<file path="src/core/upgrade_regs_map.vh">
// Register map, field positions and frame constants for the dual image upgrade front end
// Summary of operation
// RULE1: Offset 0 bit 0 requests reconfiguration, bit 1 restarts the user watchdog.
// RULE2: Offset 0 trigger outputs assert during the same bus write cycle.
// RULE3: Offset 1 loads override from bit 0 and image select from bit 1.
// RULE4: Busy rises right after an offset 1 write; further offset 1 writes ignored.
// RULE5: Offset 2 starts readouts: watchdog, app 2, app 1, input register; busy follows.
// RULE6: Offset 3 bit 0 reads busy, high during any upgrade block process.
// RULE7: While busy all upgrade writes are dropped except the watchdog restart.
// RULE8: Master should poll busy after triggering before issuing further operations.
// RULE9: Offset 4 holds watchdog value 11:0, watchdog state 12, master state 16:13.
// RULE10: Offset 4 watchdog value is the top 12 bits of the 29-bit count.
// RULE11: Offset 5 holds app 1 source in 3:0, master state in 7:4.
// RULE12: Offset 6 holds app 2 source in 3:0, master state in 7:4.
// RULE13: Offset 7 returns stored override bit 0 and image select bit 1.
// RULE14: Reserved bits read zero; master should write zero to them.
// RULE15: Master writes one to trigger an operation; zero triggers nothing.
// RULE16: Master triggers the matching offset 2 readout before reading offsets 4 to 7.
// RULE17: Upgrade block clock runs at half the bus clock rate.
// RULE18: Captured readback values hold until the next readout of that source.
`ifndef UPGRADE_REGS_MAP_VH
`define UPGRADE_REGS_MAP_VH
`define OFS_TRIGGER 3'h0
`define OFS_IMAGE_LOAD 3'h1
`define OFS_READOUT 3'h2
`define OFS_BUSY 3'h3
`define OFS_CURRENT 3'h4
`define OFS_PREV_APP1 3'h5
`define OFS_PREV_APP2 3'h6
`define OFS_INPUT_REG 3'h7
`define BIT_RECONFIG 0
`define BIT_WDOG_RESTART 1
`define BIT_OVERRIDE 0
`define BIT_IMAGE_SEL 1
`define RD_WDOG 0
`define RD_APP2 1
`define RD_APP1 2
`define RD_INPUT 3
`define BIT_BUSY 0
`define SRC_WDOG 2'h0
`define SRC_APP2 2'h1
`define SRC_APP1 2'h2
`define SRC_INPUT 2'h3
`define FRAME_BITS 6'h22
`define WRITE_BITS 6'h02
`define FRAME_MSB 33
`define WDOG_TOP_MSB 33
`define WDOG_TOP_LSB 22
`define WDOG_STATE_BIT 4
`define MSM_MSB 3
`define PREV_MSM_MSB 7
`define PREV_MSM_LSB 4
`endif

</file>
<file path="src/core/dual_image_upgrade_regs.v">
// Register front end for the remote upgrade and dual image configuration logic
`timescale 1ns/1ps
`include "upgrade_regs_map.vh"
module dual_image_upgrade_regs
(
  input wire clk,
  input wire nrst,
  input wire [2:0] address,
  input wire write,
  input wire [31:0] writedata,
  input wire read,
  output reg [31:0] readdata,
  output wire upgrade_block_clock,
  output wire upgrade_shift,
  output wire upgrade_capture,
  output wire upgrade_update,
  output wire upgrade_din,
  input wire upgrade_dout,
  output reg [1:0] upgrade_source,
  output wire upgrade_reconfig_n,
  output wire upgrade_timer_reset_n
);
  localparam ST_IDLE = 2'h0;
  localparam ST_WRITE = 2'h1;
  localparam ST_READ = 2'h2;

  reg [1:0] state;
  reg [1:0] next_state;
  reg [3:0] rd_pending;
  reg [3:0] next_rd_pending;
  reg ld_pending;
  reg in_override;
  reg in_select;
  reg [1:0] next_source;
  reg sh_start;
  reg sh_update;
  reg [5:0] sh_len;
  reg [1:0] pick_source;
  reg [3:0] pick_mask;

  reg [11:0] wdog_value;
  reg wdog_state;
  reg [3:0] cur_msm;
  reg [3:0] app1_src;
  reg [3:0] app1_msm;
  reg [3:0] app2_src;
  reg [3:0] app2_msm;
  reg rb_override;
  reg rb_select;
  reg [31:0] next_readdata;

  wire busy;
  wire seq_busy;
  wire queue_busy;
  wire sh_busy;
  wire sh_done;
  wire [`FRAME_MSB:0] sh_rx;
  wire wr_trigger;
  wire wr_load;
  wire wr_readout;
  wire [3:0] readout_req;
  wire trig_reconfig;
  wire trig_timer;
  wire load_start;
  wire read_done;
  wire done_wdog;
  wire done_app1;
  wire done_app2;
  wire done_input;
  wire [31:0] word_busy;
  wire [31:0] word_current;
  wire [31:0] word_app1;
  wire [31:0] word_app2;
  wire [31:0] word_input;

  // Engine flag folded in so busy never drops while a frame is on the wire
  assign seq_busy = (state != ST_IDLE) | sh_busy;
  // Busy covers the queued request too, so it is high the cycle after the write
  assign queue_busy = ld_pending | (|rd_pending);
  assign busy = seq_busy | queue_busy; // RULE4 RULE5 RULE6

  assign wr_trigger = write & (address == `OFS_TRIGGER);
  assign wr_load = write & (address == `OFS_IMAGE_LOAD) & ~busy; // RULE4 RULE7
  assign wr_readout = write & (address == `OFS_READOUT) & ~busy; // RULE7
  assign readout_req = writedata[`RD_INPUT:`RD_WDOG]; // RULE5

  // Triggers decode straight from the bus so they land in the write cycle itself
  assign trig_reconfig = wr_trigger & writedata[`BIT_RECONFIG] & ~busy; // RULE1 RULE7
  // Watchdog restart is never held off by busy, or a long readout could starve it
  assign trig_timer = wr_trigger & writedata[`BIT_WDOG_RESTART]; // RULE1 RULE7
  assign upgrade_reconfig_n = ~trig_reconfig; // RULE2
  assign upgrade_timer_reset_n = ~trig_timer; // RULE2

  assign load_start = sh_start & sh_update;
  assign read_done = sh_done & (state == ST_READ);
  assign done_wdog = read_done & (upgrade_source == `SRC_WDOG); // RULE18
  assign done_app2 = read_done & (upgrade_source == `SRC_APP2); // RULE18
  assign done_app1 = read_done & (upgrade_source == `SRC_APP1); // RULE18
  assign done_input = read_done & (upgrade_source == `SRC_INPUT); // RULE18

  // Each word is zero outside its own fields, so reserved bits read zero
  assign word_busy = {31'h0, busy}; // RULE6 RULE14
  assign word_current = {15'h0, cur_msm, wdog_state, wdog_value}; // RULE9 RULE14
  assign word_app1 = {24'h0, app1_msm, app1_src}; // RULE11 RULE14
  assign word_app2 = {24'h0, app2_msm, app2_src}; // RULE12 RULE14
  assign word_input = {30'h0, rb_select, rb_override}; // RULE13 RULE14

  // The upgrade clock is clk halved while a frame runs and sits low otherwise; nothing here slows a frame down,
  // so clk must stay within twice the upgrade block's own clock limit
  upgrade_shifter u_shifter
  (
    .clk(clk),
    .nrst(nrst),
    .start(sh_start),
    .update(sh_update),
    .len(sh_len),
    .tx_data({in_select, in_override}),
    .busy(sh_busy),
    .done(sh_done),
    .rx_data(sh_rx),
    .upgrade_block_clock(upgrade_block_clock),
    .upgrade_shift(upgrade_shift),
    .upgrade_capture(upgrade_capture),
    .upgrade_update(upgrade_update),
    .upgrade_din(upgrade_din),
    .upgrade_dout(upgrade_dout)
  );

  // Readouts run lowest bit first, one frame per source in a fixed order
  always @*
  begin
    pick_source = `SRC_WDOG;
    pick_mask = 4'h0;
    if (rd_pending[`RD_WDOG])
    begin
      pick_source = `SRC_WDOG;
      pick_mask[`RD_WDOG] = 1'b1;
    end
    else if (rd_pending[`RD_APP2])
    begin
      pick_source = `SRC_APP2;
      pick_mask[`RD_APP2] = 1'b1;
    end
    else if (rd_pending[`RD_APP1])
    begin
      pick_source = `SRC_APP1;
      pick_mask[`RD_APP1] = 1'b1;
    end
    else if (rd_pending[`RD_INPUT])
    begin
      pick_source = `SRC_INPUT;
      pick_mask[`RD_INPUT] = 1'b1;
    end
  end

  // Sequencer: a pending image load goes first, then readouts lowest bit first
  always @*
  begin
    next_state = state;
    next_rd_pending = rd_pending;
    next_source = upgrade_source;
    sh_start = 1'b0;
    sh_update = 1'b0;
    sh_len = `FRAME_BITS;
    case (state)
      ST_IDLE:
      begin
        if (ld_pending)
        begin
          sh_start = 1'b1;
          sh_update = 1'b1;
          sh_len = `WRITE_BITS;
          next_state = ST_WRITE;
        end
        else if (|rd_pending)
        begin
          sh_start = 1'b1;
          next_state = ST_READ;
          next_source = pick_source;
          next_rd_pending = rd_pending & ~pick_mask;
        end
      end
      ST_WRITE:
      begin
        if (sh_done)
          next_state = ST_IDLE;
      end
      ST_READ:
      begin
        if (sh_done)
          next_state = ST_IDLE;
      end
      default:
      begin
        next_state = ST_IDLE;
      end
    endcase
    if (wr_readout)
      next_rd_pending = readout_req; // RULE5
  end

  always @(posedge clk or negedge nrst)
  begin
    if (!nrst)
      state <= ST_IDLE;
    else
      state <= next_state;
  end

  // Pending readouts drain one bit per frame
  always @(posedge clk or negedge nrst)
  begin
    if (!nrst)
      rd_pending <= 4'h0;
    else
      rd_pending <= next_rd_pending;
  end

  // Source stays put through the frame so the capture knows where to land
  always @(posedge clk or negedge nrst)
  begin
    if (!nrst)
      upgrade_source <= `SRC_WDOG;
    else
      upgrade_source <= next_source;
  end

  // Local copy of the image settings; it feeds the serial write frame
  always @(posedge clk or negedge nrst)
  begin
    if (!nrst)
    begin
      in_override <= 1'b0;
      in_select <= 1'b0;
    end
    else if (wr_load)
    begin
      in_override <= writedata[`BIT_OVERRIDE]; // RULE3
      in_select <= writedata[`BIT_IMAGE_SEL]; // RULE3
    end
  end

  // Load request waits here until the sequencer starts its write frame
  always @(posedge clk or negedge nrst)
  begin
    if (!nrst)
      ld_pending <= 1'b0;
    else if (wr_load)
      ld_pending <= 1'b1; // RULE4
    else if (load_start)
      ld_pending <= 1'b0;
  end

  // Readback capture; each group changes only when its own frame finishes
  always @(posedge clk or negedge nrst)
  begin
    if (!nrst)
    begin
      wdog_value <= 12'h000;
      wdog_state <= 1'b0;
      cur_msm <= 4'h0;
    end
    else if (done_wdog)
    begin
      // Only the upper bits of the count fit the register
      wdog_value <= sh_rx[`WDOG_TOP_MSB:`WDOG_TOP_LSB]; // RULE10
      wdog_state <= sh_rx[`WDOG_STATE_BIT]; // RULE9
      cur_msm <= sh_rx[`MSM_MSB:0]; // RULE9
    end
  end

  always @(posedge clk or negedge nrst)
  begin
    if (!nrst)
    begin
      app2_src <= 4'h0;
      app2_msm <= 4'h0;
    end
    else if (done_app2)
    begin
      app2_msm <= sh_rx[`PREV_MSM_MSB:`PREV_MSM_LSB]; // RULE12
      app2_src <= sh_rx[`MSM_MSB:0]; // RULE12
    end
  end

  always @(posedge clk or negedge nrst)
  begin
    if (!nrst)
    begin
      app1_src <= 4'h0;
      app1_msm <= 4'h0;
    end
    else if (done_app1)
    begin
      app1_msm <= sh_rx[`PREV_MSM_MSB:`PREV_MSM_LSB]; // RULE11
      app1_src <= sh_rx[`MSM_MSB:0]; // RULE11
    end
  end

  always @(posedge clk or negedge nrst)
  begin
    if (!nrst)
    begin
      rb_override <= 1'b0;
      rb_select <= 1'b0;
    end
    else if (done_input)
    begin
      // Value held in the block's input register, not the select pin
      rb_override <= sh_rx[`BIT_OVERRIDE]; // RULE13
      rb_select <= sh_rx[`BIT_IMAGE_SEL]; // RULE13
    end
  end

  // Read mux; write-only offsets and reserved bits return zero
  always @*
  begin
    next_readdata = 32'h00000000; // RULE14
    case (address)
      `OFS_BUSY:
        next_readdata = word_busy; // RULE6
      `OFS_CURRENT:
        next_readdata = word_current; // RULE9
      `OFS_PREV_APP1:
        next_readdata = word_app1; // RULE11
      `OFS_PREV_APP2:
        next_readdata = word_app2; // RULE12
      `OFS_INPUT_REG:
        next_readdata = word_input; // RULE13
      default:
        next_readdata = 32'h00000000;
    endcase
  end

  // Read data is held between reads, so a slow master still sees its answer
  always @(posedge clk or negedge nrst)
  begin
    if (!nrst)
      readdata <= 32'h00000000;
    else if (read)
      readdata <= next_readdata;
  end
endmodule // dual_image_upgrade_regs

</file>
<file path="src/core/upgrade_shifter.v">
// Serial frame engine that clocks the upgrade block at half the bus clock rate
`timescale 1ns/1ps
`include "upgrade_regs_map.vh"
module upgrade_shifter
(
  input wire clk,
  input wire nrst,
  input wire start,
  input wire update,
  input wire [5:0] len,
  input wire [1:0] tx_data,
  output wire busy,
  output reg done,
  output reg [`FRAME_MSB:0] rx_data,
  output wire upgrade_block_clock,
  output wire upgrade_shift,
  output reg upgrade_capture,
  output reg upgrade_update,
  output wire upgrade_din,
  input wire upgrade_dout
);
  reg running;
  reg phase;
  reg is_update;
  reg [5:0] count;
  reg [1:0] tx;

  // Clock is a plain flop toggling each bus cycle of a frame and held low between frames, so it never glitches
  assign upgrade_block_clock = phase; // RULE17
  assign upgrade_shift = running & ~is_update;
  assign upgrade_din = tx[1];
  assign busy = running;

  always @(posedge clk or negedge nrst)
  begin
    if (!nrst)
    begin
      running <= 1'b0;
      phase <= 1'b0;
      is_update <= 1'b0;
      count <= 6'h00;
      tx <= 2'h0;
      rx_data <= {(`FRAME_MSB+1){1'b0}};
      done <= 1'b0;
      upgrade_capture <= 1'b0;
      upgrade_update <= 1'b0;
    end
    else
    begin
      done <= 1'b0;
      upgrade_capture <= 1'b0;
      upgrade_update <= 1'b0;
      if (!running)
      begin
        phase <= 1'b0;
        if (start)
        begin
          running <= 1'b1;
          is_update <= update;
          count <= len;
          tx <= tx_data;
          upgrade_capture <= ~update;
        end
      end
      else
      begin
        phase <= ~phase; // RULE17
        if (!phase)
        begin
          // Sample on the cycle that raises the upgrade clock
          if (!is_update)
            rx_data <= {rx_data[`FRAME_MSB-1:0], upgrade_dout};
        end
        else
        begin
          count <= count - 6'h01;
          tx <= {tx[0], 1'b0};
          if (count == 6'h01)
          begin
            running <= 1'b0;
            done <= 1'b1;
            upgrade_update <= is_update;
          end
        end
      end
    end
  end
endmodule // upgrade_shifter

</file>
<file path="config.mk">
export PLATFORM = sky130hd
export DESIGN_NAME = dual_image_upgrade_regs
export DESIGN_NICKNAME = d
export VERILOG_FILES = /design/src/core/dual_image_upgrade_regs.v /design/src/core/upgrade_shifter.v
export VERILOG_INCLUDE_DIRS = /design/src /design/src/core
export SDC_FILE = /design/constraint.sdc
export NUM_CORES = 1
export LEC_CHECK = 0
export BUFFER_PORTS_ARGS = -buffer_cell sky130_fd_sc_hd__clkbuf_2
export CAP_MARGIN = 20
export CORE_MARGIN = 5
export CORE_UTILIZATION = 56
export DETAILED_ROUTE_END_ITERATION = 12
export MAX_ROUTING_LAYER = met4
export PLACE_DENSITY = 0.8
export SLEW_MARGIN = 40
export SYNTH_ARGS = -nofsm -noshare
export SYNTH_HDL_FRONTEND = slang
export SYNTH_SLANG_ARGS = --single-unit
export TNS_END_PERCENT = 100
</file>
<file path="constraint.sdc">
create_clock -name clk -period 2.5 [get_ports clk]
set_input_delay 0.5 -clock clk [delete_from_list [all_inputs] [get_ports clk]]
set_output_delay 0.5 -clock clk [all_outputs]
set_load 0.01 [all_outputs]
</file>
==> run summary, run 1 <==
A synthesized cell averages 12.60 sq um. The tools report the gate count after technology mapping as 375. The worst pin sits at a relative slew slack of 61.55%. Sequential cells were found to cover 58.78% of the synthesized design area.

The kind of capture point of the worst setup path is a primary output. The count of different cell masters after synthesis was 44; the number of detailed-route iterations in the first pass was 6. The run finished with clean final reports. The maximum level of the CTS H-tree was 3. Yosys printed 0 warnings. The die outline area came out at 0.01038 sq mm.

Row count: 33. The worst setup slack after layout was 92.60 ps. The accumulated negative setup slack is 0 ps, and the clock edge transition at the registers on the reported setup and hold paths is 110 ps. Synthesis inferred 111 register bits. For this block, the via count after detailed routing is 2849. Counting I/O delays and the setup requirement, the final critical path takes 2407 ps. Counting flops with an async set or reset pin after synthesis yields a share of 100.0%.

After detailed routing, the number of remaining DRC violations is 0. The diode insertion count for antenna repair was 0; the post-CTS setup buffer count was 0. After the last flow step, the layout net total stands at 462. At the end of routability-driven placement, the weighted congestion stood at 0.8097. The number of DRC markers in iteration 0 was 107.

Setup repair after global routing left no endpoint under its margin. For the insertion delay to the later sink of the worst-skew pair, the log shows 370 ps. TritonCTS built the clock tree. The sink count of the clock tree came out at 111. The logs give 527 for the count of non-filler cells in the finished layout and 2000 ps for the data required time at the worst endpoint.

In this run the count of I/O pins placed on the die edge is 81. Registers take 0.002778 sq mm. For the count of antenna-violating nets left after detailed routing, the log shows 0. The number of global-route vias before repair came out at 2925. Power density of the placed cells: 595.6 mW/mm^2. In the finished design, the share of the clock period the worst path needs comes to 96.30%. The die width works out to 101.9 microns. The type of the setup path with the least slack is register to primary output. The tools report the global-route wire length before repair as 14300 microns. The detailed-placement wirelength estimate was 5880 microns. The path type of the worst min-delay path is input pin to asynchronous set/reset pin. The fraction of layout instances using a drive strength above 1 came out at 33.65%. The run gives 0 as the number of antenna violations at the first check in global routing. The via count normalized by instance count is 5.406, and the final number of max-transition violations is 0.

The upper clock frequency limit was 415.4 MHz; the slew at the pin closest to its max-slew limit was 573.7 ps. The routed wire length per instance came out at 16.13 microns. For the final database, setup skew stands at 19.33 ps. Among all flip-flop cells after synthesis, the most frequent one is sky130_fd_sc_hd__dfrtp_1. For this run the aggregate overflow at the end of global routing stands at 0. For this run, the share of the core covered by cells in the final layout is 63.79%. The tool flagged a number of max-cap violations equal to 0.

The maximum clock path buffer count is 2, and the maximum number of pins on one net before global-route repair is 52. The analysis attributes to cell leakage a power of 2.518 nW. The synthesis-to-layout area growth works out to 10.91%. The total clock buffers created by CTS was 9. Including well taps, the total number of placed cells is 512.

The run gives 0.001744 sq mm as the combined area of the multi-input logic cells. The total area inside the core boundary comes to 0.008217 sq mm. The run gives 422.8 ps as the pre-CTS setup slack.

Root cell of the clock tree: sky130_fd_sc_hd__clkbuf_8. The logs give 0 for the total of endpoints with negative setup slack in the final report and 0.004726 sq mm for the cell area after synthesis. IR analysis of the VDD net gives a maximum drop of 0.0003291 V. The number of flops mapped to enable cells by yosys works out to 0. The total of buffers placed on input and output ports was 37. The fill cell total of the finished layout was 630. The launching element type of the critical path was a register.

The chip height works out to 101.9 microns. The initial cell density of the core came out at 57.51%. The final layout contains routed wiring with a total length of 8503 microns. The global-route total usage across every layer is 18.31%, and the arrival time at the worst endpoint is 1910 ps.

The hold violation count in the final report is 0. Of all nets on the critical path, the largest fanout is 5.
[layout by cell type, fill, tap and decap left out, types with 3 or more instances in the layout]
cell type / netlist / layout
sky130_fd_sc_hd__inv_1: 27 / 27
sky130_fd_sc_hd__nor2_1: 17 / 17
sky130_fd_sc_hd__o22ai_1: 8 / 8
sky130_fd_sc_hd__nor3_1: 6 / 6
sky130_fd_sc_hd__clkbuf_8: 0 / 10
sky130_fd_sc_hd__clkbuf_2: 0 / 36
sky130_fd_sc_hd__mux2_2: 69 / 69
sky130_fd_sc_hd__dfrtp_1: 111 / 111
sky130_fd_sc_hd__nand2b_1: 3 / 3
sky130_fd_sc_hd__buf_4: 15 / 9
sky130_fd_sc_hd__nand3_1: 7 / 7
sky130_fd_sc_hd__o21ai_0: 18 / 18
sky130_fd_sc_hd__mux2i_1: 7 / 7
sky130_fd_sc_hd__ha_1: 4 / 4
sky130_fd_sc_hd__xnor2_1: 3 / 3
sky130_fd_sc_hd__a21oi_1: 12 / 12
sky130_fd_sc_hd__conb_1: 1 / 15
sky130_fd_sc_hd__nand2_1: 20 / 20
[per-stage QoR]
step,cell area [sq um],hold WS (ps),power (mW)
final,5241,80.75,3.122
after global routing,5241,121.4,3.229
after CTS,5235,93.59,3.144
after detailed placement,5016,465.0,1.982
after global placement,5016,461.9,1.977
after floorplan,4778,204.4,1.928
[path summary, 6_finish.rpt]
check / startpoint / end / slack, ps / cells past startpoint
worst min register to register: cur_msm[0] / readdata[13] / 490 / 2
worst min-delay path: nrst / readdata[16] / 80 / 1
worst max register to register: rd_pending[0] / in_select / 510 / 4
max in group asynchronous: nrst / state[0] / 1710 / 2
min in group clk: writedata[3] / rd_pending[3] / 350 / 3
worst max-delay path: rd_pending[0] / upgrade_reconfig_n / 90 / 4
[logic make-up (layout without fill, tap and decap cells)]
| family | Yosys count | count (layout) | share of synthesized area (%) |
|---|---|---|---|
| muxes | 80 | 80 | 19.51 |
| AOI/OAI and AO/OA | 49 | 49 | 6.143 |
| buffers and inverters | 55 | 88 | 5.692 |
| DFF | 111 | 111 | 58.78 |
| other | 1 | 15 | 0.07935 |
| and+or+nand+nor | 72 | 72 | 8.181 |
| xor gates and xnor gates | 3 | 3 | 0.5561 |
| adders and majority gates | 4 | 4 | 1.059 |
[critical path, stage by stage, from the launching register on]
cell and delay, ps:
sky130_fd_sc_hd__dfrtp_1 430, sky130_fd_sc_hd__or4_4 600, sky130_fd_sc_hd__nor3_4 250, sky130_fd_sc_hd__nand3_1 100, sky130_fd_sc_hd__clkbuf_2 150
[cell type report]
class / instances / share of cell area, %
clock inverters: 5 / 1.552
well taps: 105 / 2.507
repair buffers: 46 / 5.109
clock buffers: 10 / 2.626
inverters: 27 / 1.934
multi-input cells: 223 / 33.28
flip-flops and latches: 111 / 53.00
[synthesized netlist by cell type, types with 2 or more instances]
master / n / share of area, %
sky130_fd_sc_hd__a21oi_1: 12 / 1.3
sky130_fd_sc_hd__a31oi_1: 2 / 0.26
sky130_fd_sc_hd__and2_1: 2 / 0.26
sky130_fd_sc_hd__buf_2: 5 / 0.53
sky130_fd_sc_hd__buf_4: 15 / 2.4
sky130_fd_sc_hd__clkbuf_1: 7 / 0.56
sky130_fd_sc_hd__dfrtp_1: 111 / 59
sky130_fd_sc_hd__ha_1: 4 / 1.1
sky130_fd_sc_hd__inv_1: 27 / 2.1
sky130_fd_sc_hd__mux2_2: 69 / 16
sky130_fd_sc_hd__mux2_4: 2 / 0.64
sky130_fd_sc_hd__mux2i_1: 7 / 1.5
sky130_fd_sc_hd__mux4_2: 2 / 0.95
sky130_fd_sc_hd__nand2_1: 20 / 1.6
sky130_fd_sc_hd__nand2b_1: 3 / 0.40
sky130_fd_sc_hd__nand3_1: 7 / 0.74
sky130_fd_sc_hd__nand4b_1: 2 / 0.37
sky130_fd_sc_hd__nor2_1: 17 / 1.4
sky130_fd_sc_hd__nor2b_1: 2 / 0.26
sky130_fd_sc_hd__nor3_1: 6 / 0.64
sky130_fd_sc_hd__nor3_2: 3 / 0.64
sky130_fd_sc_hd__nor4_1: 2 / 0.26
sky130_fd_sc_hd__o21ai_0: 18 / 1.9
sky130_fd_sc_hd__o22ai_1: 8 / 1.1
sky130_fd_sc_hd__xnor2_1: 3 / 0.56
[what timing repair did]
action                                  4_1_cts  5_1_grt
resized for setup                             0        1
endpoints found under the setup margin        0        1
hold buffers                                  0        0
[state kept, by name, summed over array words and instances, names as in the netlist, 2 cells and up]
signal,cells
app2_msm,4
rd_pending,4
u_shifter.tx,2
cur_msm,4
state,2
app2_src,4
upgrade_source,2
wdog_value,12
u_shifter.count,6
app1_msm,4
u_shifter.rx_data,34
readdata,17
app1_src,4
[layer usage]
layer | up-vias | global-route usage [%] | share of wire [%]
met5 | - | - | 0
met3 | 9 | 3.754 | 4.2
met1 | 1436 | 25.12 | 47
li1 | 1352 | - | -
met2 | 52 | 28.37 | 48
met4 | 0 | 4.743 | 0.92
[power by group]
group	internal, mW	total, mW	leakage [nW]	switching [mW]
Clock	0.589	1.18	0.109	0.588
Sequential	1.82	1.83	1.46	0.0169
Combinational	0.0367	0.113	0.945	0.0760
Power figures use the tool's default switching activity.
==> inputs of run 2 (changes only) <==
==> constraint.sdc (replaced) <==
create_clock -name clk -period 2.5 [get_ports clk]
set_input_delay 0.5 -clock clk [delete_from_list [all_inputs] [get_ports clk]]
set_output_delay 0.5 -clock clk [all_outputs]
set_load 0.005 [all_outputs]
==> run 2 against run 1 <==
  * Sequential share of layout area increased by 0.55 points
  * Power decreased by 6.9%
  * Maximum frequency decreased by 0.25%
  * Critical path depth unchanged
  * Cell count increased by 0.19%
  * Worst setup slack got worse by 6.1 ps
  * Combinational power decreased by 4%
  * Clock-buffer cell count unchanged
  * Final area decreased by 1.0%
  * Critical endpoint unchanged
==> run summary, run 2 (synthesis results as in run 1) <==
The run finished with clean final reports. The wire length the detailed router placed on met1 was 3890 microns; the maximum single-stage delay on the critical path was 580 ps. The routed wire length was 8613 microns.

The signal on the critical path passes through or4_4 -> nor3_2 -> nand3_1 -> clkbuf_2. The clock passes through at most 2 buffers. IR analysis of the VDD net gives a maximum drop of 0.0002423 V. The utilization of the core after routing came out at 63.13%. The number of clock buffers added by TritonCTS is 9.

Wire segments on met2 add up to 4154 microns in the final route. In this run the register-to-register setup slack is 480 ps. Dividing the final minimum period by the clock period gives 96.54%. The run gives 0 as the final number of max-transition violations.

The run gives 59.27% as the worst max-slew margin expressed relative to the limit. At the end of routability-driven placement, the weighted congestion stood at 0.8069. Clock tree synthesis found a total of 111 sinks. The leftover overflow at the end of global routing is 0. The number of max-capacitance violations reported came out at 0. The die is 101.9 microns tall. The logs give 6102 microns for the detailed-placement wirelength estimate and 2000 ps for the data required time at the worst endpoint. The via count normalized by instance count is 5.447, and the count of hold-fix buffers inserted at cts is 0. The critical path starts at rd_pending[0]. The critical path is of the register to primary output type. The cell area after placement was 0.005016 sq mm.

The number of top-level pins was 81; the post-CTS setup buffer count was 0. In the layout the commonest cells are sky130_fd_sc_hd__dfrtp_1 (111), sky130_fd_sc_hd__mux2_2 (69), sky130_fd_sc_hd__clkbuf_2 (36). Data on the critical path arrives at its endpoint at 1910 ps. STA classifies the critical path endpoint as a primary output. The number of global-route vias before repair was 2969; the post-CTS resize count was 0. Entering global routing, the biggest net connects 52 pins.

The clock edge transition at the registers on the reported setup and hold paths works out to 110 ps. The count of non-filler cells in the finished layout was 528. Slew at the pin closest to its max-slew limit: 605.4 ps. The register with the most flip-flops was u_shifter.rx_data.

Input and output buffers added on the ports amount to 37. Summed over all failing endpoints, the final setup total negative slack is 0 ps. Fill cells in the final layout number 631. The tools report the final setup skew as 15.35 ps. The die outline area came out at 0.01038 sq mm. Setup repair after global routing left no endpoint under its margin. After detailed routing, the average wire length per cell comes to 16.31 microns. The finished cells cover 0.005187 sq mm. The logs give 0 for the post-detailed-route DRC marker count and 2.497 nW for the static leakage power. The count of nets after finishing was 462; the maximum net fanout on the critical path was 5. The root cell of the clock tree is sky130_fd_sc_hd__clkbuf_8. The highest metal layer used by the detailed router was met4. The post-route netlist has 33.57% of its cells at a drive strength greater than 1.

Die width: 101.9 microns. Maximum level of the CTS H-tree: 3. The number of antenna violations at the first check in global routing is 0, and the count of antenna-violating nets left after detailed routing is 0.

Relative to the synthesized area, the layout overhead comes to 9.770%. The smallest clock period supported by the final layout is computed as 2414 ps. The worst setup path is launched from a register. Wire segments on met3 add up to 412 microns in the final route. In this run the worst hold path is classified as input pin to asynchronous set/reset pin.

The tools report the global-route wire length before repair as 14460 microns. Timing would allow up to 414.3 MHz. The core region is 0.008217 sq mm. TritonCTS built the clock tree. The first routing iteration left 124 violations.

Leaving out fill and tap cells, the most frequent cell in the layout is sky130_fd_sc_hd__dfrtp_1. The largest registers in the layout are u_shifter.rx_data: 34 flops, readdata: 17 flops, wdog_value: 12 flops. Power spread over the standard cell area amounts to 560.5 mW/mm^2. The later pin in the worst-skew pair is clocked with a latency of 370 ps. The run gives 0 as the hold violation count in the final report. The tools report the global-route total usage across every layer as 18.38%.

The flip-flop count of the largest register after layout is 34. On the critical path, the stage with the largest delay is an instance of sky130_fd_sc_hd__or4_4. Setup violations remaining at the end of the flow were counted as 0. The routed layout has 2876 vias. The tools report the number of cells in the design after placement as 512. Worst reg2reg path startpoint: rd_pending[0]. The initial utilization of the core area, before any placement, comes to 57.51%. The floorplan has 33 rows. The diode insertion count for antenna repair is 0, and the number of detailed-route iterations in the first pass is 4.
[run 2: path summary, 6_finish.rpt]
check                           cells past startpoint                  to
worst max register to register                      4           in_select
worst max-delay path                                4  upgrade_reconfig_n
worst min register to register                      2        readdata[11]
worst min-delay path                                1        readdata[16]
min in group clk                                    3       rd_pending[3]
max in group asynchronous                           2   upgrade_source[0]
[run 2: final cells by class]
type,instances,area (sq um),area share (%)
clock buffer,10,127.6,2.460
clock inverter,6,43.79,0.8442
inverter,27,101.3,1.954
multi-input combinational,223,1738,33.50
sequential,111,2778,53.55
tap,105,131.4,2.533
timing repair buffer,46,267.8,5.162
[run 2: critical path: cells and delay by family (launching register included)]
| kind | cells | cell delay (ps) |
|---|---|---|
| flops | 1 | 430 |
| simple gates | 3 | 970 |
| buf+inv | 1 | 140 |
[run 2: routing by layer]
layer | vias to the layer above | track usage, %
li1 | 1360 | -
met1 | 1443 | 24.95
met2 | 60 | 28.42
met3 | 13 | 2.935
met4 | 0 | 6.559
met5 | - | -
[run 2: report_power, final]
part | leakage (nW) | internal, mW | switching (mW)
clock | 0.0870 | 0.369 | 0.599
sequential | 1.46 | 1.82 | 0.0170
combinational | 0.945 | 0.0367 | 0.0710
total | 2.50 | 2.22 | 0.686
[run 2: per-stage QoR]
step | total power, mW | setup slack [ps] | hold WS, ps
global route | 3.022 | 10.63 | 126.3
detailed placement | 1.977 | 447.4 | 468.0
CTS | 2.926 | 62.38 | 96.46
floorplan | 1.922 | 649.2 | 204.4
finish | 2.908 | 86.46 | 88.85
global placement | 1.972 | 428.1 | 461.9
